`config.mk`:
```
export PLATFORM = sky130hd
export DESIGN_NAME = tchi_top
export DESIGN_NICKNAME = d
export VERILOG_FILES = /design/src/logic/tchi_pkg.sv /design/src/logic/tchi_sync.sv /design/src/logic/tchi_top.sv
export VERILOG_INCLUDE_DIRS = /design/src /design/src/logic
export SDC_FILE = /design/constraint.sdc
export NUM_CORES = 1
export LEC_CHECK = 0
export BUFFER_PORTS_ARGS = -buffer_cell sky130_fd_sc_hd__buf_2
export CAP_MARGIN = 20
export CORE_ASPECT_RATIO = 1.25
export CORE_MARGIN = 4
export CORE_UTILIZATION = 45
export DETAILED_ROUTE_END_ITERATION = 10
export GPL_TIMING_DRIVEN = 0
export PLACE_DENSITY_LB_ADDON = 0.15
export SYNTH_ARGS = -nofsm -noshare
export SYNTH_HDL_FRONTEND = slang
export SYNTH_HIERARCHICAL = 1
export SYNTH_SLANG_ARGS = --single-unit
```
`constraint.sdc`:
```
create_clock -name CLK -period 2.35 [get_ports CLK]
set_clock_uncertainty 0.05 [all_clocks]
set_input_delay 0 -clock CLK [delete_from_list [all_inputs] [get_ports CLK]]
set_output_delay 0 -clock CLK [all_outputs]
set_load 0.02 [all_outputs]
```
`src/logic/tchi_consts.svh`:
```
// Holds the widths, field positions, event counter preset and timing count of the tape control port.
// Assumes host word bit n sits at vector index 17-n, so host bit 17 is the LSB.
`ifndef TCHI_CONSTS_SVH
`define TCHI_CONSTS_SVH

// ------------------------------------------------------------------
// Widths and timing
// ------------------------------------------------------------------
`define TCHI_WORD_W       18
`define TCHI_CLK_MHZ      40
`define TCHI_TM_PERIOD_US 200
`define TCHI_TM_CYCLES    (`TCHI_TM_PERIOD_US * `TCHI_CLK_MHZ)
`define TCHI_TM_W         13
`define TCHI_EK_PRESET    3'h0

// ------------------------------------------------------------------
// Host word fields (vector indices)
// ------------------------------------------------------------------
`define TCHI_SEL_HI     15
`define TCHI_SEL_LO     12
`define TCHI_LC_GO      5
`define TCHI_LC_REV     4
`define TCHI_LC_SPARE   3
`define TCHI_LC_MODE_HI 2
`define TCHI_LC_MODE_LO 0
`define TCHI_ST_HI      17
`define TCHI_ST_LO      9

// ------------------------------------------------------------------
// Synchronised control inputs (vector indices)
// ------------------------------------------------------------------
`define TCHI_NCTL       17
`define TCHI_I_FLT      0
`define TCHI_I_SLP      1
`define TCHI_I_WRD      2
`define TCHI_I_WWR      3
`define TCHI_I_RST      4
`define TCHI_I_PCLR     5
`define TCHI_I_RUN      6
`define TCHI_I_MB12     7
`define TCHI_I_TWSW     8
`define TCHI_I_ENDZ     9
`define TCHI_I_MKERR    10
`define TCHI_I_TMERR    11
`define TCHI_I_WALLOW   12
`define TCHI_I_ONEUNIT  13
`define TCHI_I_BLKNUM   14
`define TCHI_I_WSLOT    15
`define TCHI_I_CSLOT    16

`endif

```
`src/logic/tchi_pkg.sv`:
```
// Types shared by the tape control host port.
// Assumes tchi_consts.svh is on the include path.
`include "tchi_consts.svh"

package tchi_pkg;

  typedef logic [`TCHI_WORD_W-1:0] tchi_word_t;

  typedef enum logic [2:0] {
    TCHI_MOVE     = 3'h0,
    TCHI_SEARCH   = 3'h1,
    TCHI_READ     = 3'h2,
    TCHI_WRITE    = 3'h3,
    TCHI_SPARE    = 3'h4,
    TCHI_READ_ALL = 3'h5,
    TCHI_WRT_ALL  = 3'h6,
    TCHI_WRT_TM   = 3'h7
  } tchi_mode_t;

  typedef struct packed {
    tchi_word_t           dbuf;
    tchi_word_t           out;
    logic [3:0]           unit;
    tchi_mode_t           mode;
    logic                 go;
    logic                 rev;
    logic                 spare;
    logic                 dflag;
    logic                 bflag;
    logic                 eflag;
    logic                 endz;
    logic                 miss;
    logic                 track_error_status;
    logic                 unable;
    logic                 wen;
    logic                 skip;
    logic [2:0]           ek;
    logic [`TCHI_TM_W-1:0] tm_cnt;
  } tchi_state_t;

endpackage : tchi_pkg

```
`src/logic/tchi_sync.sv`:
```
// Two-flop synchroniser with a rising-edge flag for a group of pins.
// Assumes each pin is quasi-static or holds for several clock periods.
`timescale 1ns/1ps

module tchi_sync #(
  parameter int W = 1
) (
  input  wire logic         clk,
  input  wire logic         rst_n,
  input  wire logic [W-1:0] din,
  output logic      [W-1:0] lvl,
  output logic      [W-1:0] rise
);

  typedef struct packed {
    logic [W-1:0] s1;
    logic [W-1:0] s2;
    logic [W-1:0] s3;
  } tchi_sync_st_t;

  tchi_sync_st_t st_q;
  tchi_sync_st_t st_d;

  always_comb begin
    st_d.s1 = din;
    st_d.s2 = st_q.s1;
    st_d.s3 = st_q.s2;
  end

  always_ff @(posedge clk or negedge rst_n) begin
    if (!rst_n) begin
      st_q <= '0;
    end else begin
      st_q <= st_d;
    end
  end

  // The first stage feeds only the second; edges are taken after it.
  assign lvl  = st_q.s2;
  assign rise = st_q.s2 & ~st_q.s3;

endmodule : tchi_sync

```
`src/logic/tchi_top.sv`:
```
// Host side of the word-by-word tape control: command decode, flags, status and data buffer.
// Assumes host pulses last many clock periods and host data is steady before each pulse.
`timescale 1ns/1ps
`include "tchi_consts.svh"

module tchi_top #(
  parameter int unsigned TM_CYCLES = `TCHI_TM_CYCLES
) (
  input  wire logic              CLK,
  input  wire logic              RST_N,
  input  wire logic              FLAG_TEST_PULSE,
  input  wire logic              SELECT_LOAD_PULSE,
  input  wire logic              WORD_READ_CMD,
  input  wire logic              WORD_WRITE_CMD,
  input  wire logic              READ_STATUS_CMD,
  input  wire logic              POWER_CLEAR,
  input  wire logic              RUN,
  input  wire logic              MEMBUF_BIT_TWELVE,
  input  wire tchi_pkg::tchi_word_t HOST_TO_CONTROL_LINES,
  input  wire logic              TRACK_WRITE_SWITCH,
  input  wire logic              END_ZONE_SEEN,
  input  wire logic              MARK_TRACK_FAULT,
  input  wire logic              TIMING_TRACK_FAULT,
  input  wire logic              WRITE_ALLOWED,
  input  wire logic              ONE_UNIT_SELECTED,
  input  wire logic              BLOCK_NUMBER_READY,
  input  wire logic              WORD_SLOT,
  input  wire logic              CHECKSUM_SLOT,
  input  wire tchi_pkg::tchi_word_t TAPE_WORD_IN,
  output tchi_pkg::tchi_word_t   CONTROL_TO_HOST_LINES,
  output tchi_pkg::tchi_word_t   TAPE_WORD_OUT,
  output logic                   SKIP,
  output logic                   DATA_FLAG,
  output logic                   BLOCK_FLAG,
  output logic                   ERROR_FLAG,
  output logic                   END_STATUS,
  output logic                   MISS_TIMING,
  output logic                   REVERSE,
  output logic                   GO,
  output logic                   TRACK_ERROR_STATUS,
  output logic                   UNABLE,
  output logic                   WRITE_ENABLE,
  output logic [3:0]             UNIT_SELECT,
  output tchi_pkg::tchi_mode_t   MODE,
  output logic [2:0]             EVENT_SEQUENCE_COUNTER
);

  import tchi_pkg::*;

  // ------------------------------------------------------------------
  // Input synchronisers
  // ------------------------------------------------------------------
  logic [`TCHI_NCTL-1:0]     ctl_raw;
  logic [`TCHI_NCTL-1:0]     ctl_lvl;
  logic [`TCHI_NCTL-1:0]     ctl_rise;
  logic [2*`TCHI_WORD_W-1:0] wrd_lvl;
  tchi_word_t                host_w;
  tchi_word_t                tape_w;

  assign ctl_raw = {CHECKSUM_SLOT, WORD_SLOT, BLOCK_NUMBER_READY,
                    ONE_UNIT_SELECTED, WRITE_ALLOWED, TIMING_TRACK_FAULT,
                    MARK_TRACK_FAULT, END_ZONE_SEEN, TRACK_WRITE_SWITCH,
                    MEMBUF_BIT_TWELVE, RUN, POWER_CLEAR, READ_STATUS_CMD,
                    WORD_WRITE_CMD, WORD_READ_CMD, SELECT_LOAD_PULSE,
                    FLAG_TEST_PULSE};

  tchi_sync #(
    .W     (`TCHI_NCTL)
  ) u_sync_ctl (
    .clk   (CLK),
    .rst_n (RST_N),
    .din   (ctl_raw),
    .lvl   (ctl_lvl),
    .rise  (ctl_rise)
  );

  // Data words are steady well before their strobe, so each bit is
  // synchronised on its own without risk of a torn word.
  tchi_sync #(
    .W     (2*`TCHI_WORD_W)
  ) u_sync_wrd (
    .clk   (CLK),
    .rst_n (RST_N),
    .din   ({HOST_TO_CONTROL_LINES, TAPE_WORD_IN}),
    .lvl   (wrd_lvl),
    .rise  ()
  );

  assign host_w = wrd_lvl[2*`TCHI_WORD_W-1:`TCHI_WORD_W];
  assign tape_w = wrd_lvl[`TCHI_WORD_W-1:0];

  // ------------------------------------------------------------------
  // Decoded events
  // ------------------------------------------------------------------
  logic flt;
  logic slp;
  logic mb12;
  logic pclr;
  logic run_l;
  logic rd_cmd;
  logic wr_cmd;
  logic rs_cmd;
  logic sel_cmd;
  logic lc_cmd;
  logic d_event;
  logic b_event;
  logic tm_tick;
  logic rw_mode;
  logic rd_mode;
  logic wr_mode;

  assign flt    = ctl_rise[`TCHI_I_FLT];
  assign slp    = ctl_rise[`TCHI_I_SLP];
  assign mb12   = ctl_lvl[`TCHI_I_MB12];
  assign pclr   = ctl_rise[`TCHI_I_PCLR];
  assign run_l  = ctl_lvl[`TCHI_I_RUN];
  assign rd_cmd = ctl_rise[`TCHI_I_WRD];
  assign wr_cmd = ctl_rise[`TCHI_I_WWR];
  assign rs_cmd = ctl_rise[`TCHI_I_RST];

  assign sel_cmd = slp & ~mb12;
  assign lc_cmd  = slp & mb12;

  tchi_state_t s_q;
  tchi_state_t s_d;

  assign rd_mode = (s_q.mode == TCHI_READ) | (s_q.mode == TCHI_READ_ALL);
  assign wr_mode = (s_q.mode == TCHI_WRITE) | (s_q.mode == TCHI_WRT_ALL)
                 | (s_q.mode == TCHI_WRT_TM);
  assign rw_mode = rd_mode | (s_q.mode == TCHI_WRITE) | (s_q.mode == TCHI_WRT_ALL);

  // The track timing clock only runs with the switch on, and only in
  // write timing/mark mode does it ask the host for words.
  assign tm_tick = ctl_lvl[`TCHI_I_TWSW]
                 & (s_q.tm_cnt == `TCHI_TM_W'(TM_CYCLES - 1));

  assign d_event = s_q.go & (
      (ctl_rise[`TCHI_I_BLKNUM] & (s_q.mode == TCHI_SEARCH))
    | (ctl_rise[`TCHI_I_WSLOT] & rw_mode)
    | (tm_tick & (s_q.mode == TCHI_WRT_TM)));
  assign b_event = s_q.go & ctl_rise[`TCHI_I_CSLOT] & rw_mode;

  // ------------------------------------------------------------------
  // Next state
  // ------------------------------------------------------------------
  always_comb begin
    s_d      = s_q;
    s_d.skip = 1'b0;

    if (ctl_lvl[`TCHI_I_TWSW]) begin
      if (tm_tick) begin
        s_d.tm_cnt = '0;
      end else begin
        s_d.tm_cnt = s_q.tm_cnt + `TCHI_TM_W'(1);
      end
    end else begin
      s_d.tm_cnt = '0;
    end

    if (flt) begin
      if (mb12) begin
        s_d.skip = s_q.eflag;
      end else begin
        s_d.skip = s_q.dflag;
      end
    end

    if (sel_cmd) begin
      s_d.unit = host_w[`TCHI_SEL_HI:`TCHI_SEL_LO];
    end

    // A new load control also clears the sticky error state; an error
    // raised in the same cycle below still wins.
    if (lc_cmd) begin
      s_d.go     = host_w[`TCHI_LC_GO];
      s_d.rev    = host_w[`TCHI_LC_REV];
      s_d.spare  = host_w[`TCHI_LC_SPARE];
      s_d.mode   = tchi_mode_t'(host_w[`TCHI_LC_MODE_HI:`TCHI_LC_MODE_LO]);
      s_d.endz   = 1'b0;
      s_d.miss   = 1'b0;
      s_d.track_error_status    = 1'b0;
      s_d.unable = 1'b0;
    end

    if (rd_cmd) begin
      s_d.out   = s_q.dbuf;
      s_d.dflag = 1'b0;
      s_d.bflag = 1'b0;
    end

    if (wr_cmd) begin
      s_d.dbuf  = host_w;
      s_d.dflag = 1'b0;
      s_d.bflag = 1'b0;
    end

    if (rs_cmd) begin
      s_d.out = '0;
      s_d.out[`TCHI_ST_HI:`TCHI_ST_LO] = {s_q.dflag, s_q.bflag, s_q.eflag,
                                          s_q.endz, s_q.miss, s_q.rev,
                                          s_q.go, s_q.track_error_status, s_q.unable};
    end

    // Flag sets come after the read and write clears so an event in their cycle
    // is kept; a power clear, applied after the sets, still drops it.
    if (d_event) begin
      if (s_q.dflag) begin
        s_d.miss = 1'b1;
      end
      s_d.dflag = 1'b1;
      if (rd_mode | (s_q.mode == TCHI_SEARCH)) begin
        s_d.dbuf = tape_w;
      end
      s_d.ek = s_q.ek + 3'h1;
    end

    if (b_event) begin
      if (s_q.bflag) begin
        s_d.miss = 1'b1;
      end
      s_d.bflag = 1'b1;
      if (rd_mode) begin
        s_d.dbuf = tape_w;
      end
      s_d.ek = `TCHI_EK_PRESET;
    end

    if (ctl_lvl[`TCHI_I_MKERR] | ctl_lvl[`TCHI_I_TMERR]) begin
      s_d.track_error_status = 1'b1;
    end

    if (s_q.go & ((wr_mode & ~ctl_lvl[`TCHI_I_WALLOW])
                  | ~ctl_lvl[`TCHI_I_ONEUNIT])) begin
      s_d.unable = 1'b1;
    end

    if (ctl_rise[`TCHI_I_ENDZ]) begin
      s_d.endz = 1'b1;
      s_d.go   = 1'b0;
    end

    if (!run_l) begin
      s_d.go = 1'b0;
    end

    if (pclr) begin
      s_d.unit   = '0;
      s_d.go     = 1'b0;
      s_d.rev    = 1'b0;
      s_d.spare  = 1'b0;
      s_d.mode   = TCHI_MOVE;
      s_d.endz   = 1'b0;
      s_d.miss   = 1'b0;
      s_d.track_error_status    = 1'b0;
      s_d.unable = 1'b0;
      s_d.dflag  = 1'b0;
      s_d.bflag  = 1'b0;
      s_d.ek     = `TCHI_EK_PRESET;
    end

    s_d.eflag = s_d.endz | s_d.miss | s_d.track_error_status | s_d.unable;
    s_d.wen   = s_d.go & wr_mode & ~s_d.eflag & ~pclr;
  end

  always_ff @(posedge CLK or negedge RST_N) begin
    if (!RST_N) begin
      s_q <= '0;
    end else begin
      s_q <= s_d;
    end
  end

  // ------------------------------------------------------------------
  // Outputs
  // ------------------------------------------------------------------
  assign CONTROL_TO_HOST_LINES  = s_q.out;
  assign TAPE_WORD_OUT          = s_q.dbuf;
  assign SKIP                   = s_q.skip;
  assign DATA_FLAG              = s_q.dflag;
  assign BLOCK_FLAG             = s_q.bflag;
  assign ERROR_FLAG             = s_q.eflag;
  assign END_STATUS             = s_q.endz;
  assign MISS_TIMING            = s_q.miss;
  assign REVERSE                = s_q.rev;
  assign GO                     = s_q.go;
  assign TRACK_ERROR_STATUS     = s_q.track_error_status;
  assign UNABLE                 = s_q.unable;
  assign WRITE_ENABLE           = s_q.wen;
  assign UNIT_SELECT            = s_q.unit;
  assign MODE                   = s_q.mode;
  assign EVENT_SEQUENCE_COUNTER = s_q.ek;
endmodule : tchi_top

```
==> results.py <==
metrics = {
    "routing": {
        "wl_met2_um": 6750,
        "wl_met1_um": 5580,
        "vias": 4076,
        "wl_per_cell_um": 14.4,
        "postRouteAntennaNets": 0,
        "first_pass_iters": 4,
        "maxUsedRoutingLayer": "met4",
        "drcViolationCount": 0,
        "met3WireLength_um": 548,
        "wl_um": 13100,
        "via_per_inst": 4.49,
        "drt_iter0_markers": 199,
    },
    "clock_network": {
        "cts_buffers": 17,
        "worstSkewPairLatency_ns": 0.42,
        "clkSinkCount": 186,
        "ctsHtreeMaxLevel": 4,
        "root_buffer": "clkbuf_16",
        "path_clk_slew_ns": 0.07,
        "cts_tree": "yes",
        "cts_buffer_depth": 2,
    },
    "worst_setup_path": {
        "crit_required_ns": 2.61,
        "end_kind": "register",
        "cp.arrival_ns": 2.42,
        "crit_family": "buffers and inverters",
        "max_stage_delay_ns": 0.45,
        "crit_path_top_delay_cell": "clkbuf_1",
        "criticalPathCategory": "register to register",
        "path_buf_inv": 2,
        "crit_fanout": 10,
        "cp-start-kind": "register",
        "path_cells": "nor2b_4 > clkbuf_1 > buf_2 > mux2_2 > mux2_4",
    },
    "placed_design": {
        "place.port_buffers": 111,
        "placed_cell_area_um2": 7920,
        "pre_cts_slack_ns": -0.132,
        "place_congestion": 0.769,
        "dp_hpwl_um": 8890,
        "place_inst": 822,
    },
    "floorplanning": {
        "initial_core_util_pct": 46.5,
        "fp.dieH_um": 148,
        "die_width_um": 120,
        "std_cell_rows": 50,
        "dieArea_um2": 17800,
        "core_area_um2": 15200,
        "io_pins": 112,
    },
    "global_route": {
        "grt_max_degree": 98,
        "grt_usage_pct": 15.7,
        "globalRoute.totalOverflow": 0,
        "grt_pass1_wl_um": 21800,
        "antenna_found_initial": 0,
        "grt_pass1_vias": 4344,
    },
    "sta": {
        "finalMaxSlewViolations": 0,
        "setup_viol": 0,
        "finalWorstSetupSlack_ns": 0.185,
        "rsz0062_at_grt": "no",
        "fmax_mhz": 462,
        "tightest_slew_ns": 0.888,
        "max_slew_margin_pct": 40.8,
        "min_period_over_period_pct": 92.1,
        "hold_viol": 0,
        "finalCriticalPeriod_ns": 2.16,
    },
    "logic_synthesis": {
        "yosys_warnings": 6,
        "synth_area_um2": 7060,
        "syn_inst": 502,
        "synth.avg_cell_area_um2": 14.1,
        "synth_nets": 559,
    },
    "layout": {
        "multiInputGateArea_um2": 1650,
        "nFillCells": 1234,
        "register_area_um2": 4650,
        "stdcell_area_um2": 9080,
        "final_common_cell": "dfrtp_1",
        "stdcell_count": 908,
        "antenna_cells": 0,
        "area_growth_syn_to_layout_pct": 28.5,
        "fin_nets": 745,
        "drive_gt1_share_pct": 42.1,
        "final_cell_mix": "dfrtp_1, buf_2, buf_4",
    },
    "pwr": {
        "max-vdd-ir-drop_mv": 0.481,
        "p_per_area_nw_per_um2": 806,
        "power_mw": 7.32,
        "p_leak_nw": 4.46,
    },
    "worst_hold_path": {
        "hold_path.class": "input pin to asynchronous set/reset pin",
    },
    "run_status": {
        "status": "complete, no violations",
    },
    "flow_run": {
        "max-cap-violations": 0,
    },
}
## final timing paths
check / startpoint / to / slack (ns) / cells past startpoint
worst min-delay path: RST_N / u_sync_wrd/lvl[33] / 0.11 / 2
min in group CLK: HOST_TO_CONTROL_LINES[1] / u_sync_wrd/st_d[55] / 0.16 / 2
worst min register to register: u_sync_wrd/st_d[66] / u_sync_wrd/lvl[30] / 0.29 / 0
worst max-delay path: u_sync_ctl/st_q[3] / TAPE_WORD_OUT[8] / 0.19 / 5
max in group asynchronous: RST_N / u_sync_ctl/st_d[29] / 1.25 / 3
worst max register to register: u_sync_ctl/st_q[3] / TAPE_WORD_OUT[8] / 0.19 / 5
## per-stage QoR
stage | util (%) | hold WS (ns) | setup TNS, ns
CTS | 59.7 | 0.139 | 0
global placement | 51.8 | 0.0577 | -293.78
detailed placement | 52.1 | 0.00336 | -1.13
finish | 59.7 | 0.107 | 0
floorplan | - | -0.346 | 0
global route | 59.7 | 0.151 | 0
## worst reg2reg max path: stages (launching register included)
cell	delay (ns)
dfrtp_1	0.40
nor2b_4	0.10
clkbuf_1	0.45
buf_2	0.41
mux2_2	0.38
mux2_4	0.27
## power by group
group / internal (mW) / switching, mW / total (mW)
Sequential: 3.42 / 0.124 / 3.54
Combinational: 0.494 / 0.429 / 0.923
Clock: 1.62 / 1.24 / 2.86
Total: 5.53 / 1.79 / 7.32
## sequential cells by signal, summed over array words and instances (netlist names), 3 cells and up
register / count
u_sync_wrd/lvl: 36
u_sync_wrd/st_d: 36
CONTROL_TO_HOST_LINES: 18
TAPE_WORD_OUT: 18
u_sync_ctl/lvl: 17
u_sync_ctl/st_d: 17
s_q: 13
u_sync_ctl/st_q: 10
UNIT_SELECT: 4
EVENT_SEQUENCE_COUNTER: 3
MODE: 3
## cell type report
class,instances,share of cell area [%]
Inverter,4,0.165
Buffer,103,8.30
Timing Repair Buffer,167,12.7
Sequential cell,186,51.3
Tap cell,208,2.87
Clock buffer,18,4.84
Multi-Input combinational cell,209,18.1
Clock inverter,13,1.71
## metal layers
| layer | GRT usage (%) | up-vias |
|---|---|---|
| li1 | - | 1948 |
| met1 | 19.5 | 2013 |
| met2 | 27.3 | 97 |
| met3 | 3.12 | 18 |
| met4 | 5.96 | 0 |
| met5 | 0 | - |
## what timing repair did
action / 4_1_cts / 5_1_grt
resized for setup: 1 / 1
endpoints found under the setup margin: 10 / 1
hold buffers: 54 / 0
gates cloned: 0 / 0
setup buffers: 1 / 0
endpoints found under the hold margin: 142 / 0
pin swaps: 1 / 0
(Power assumes the default switching activity.)
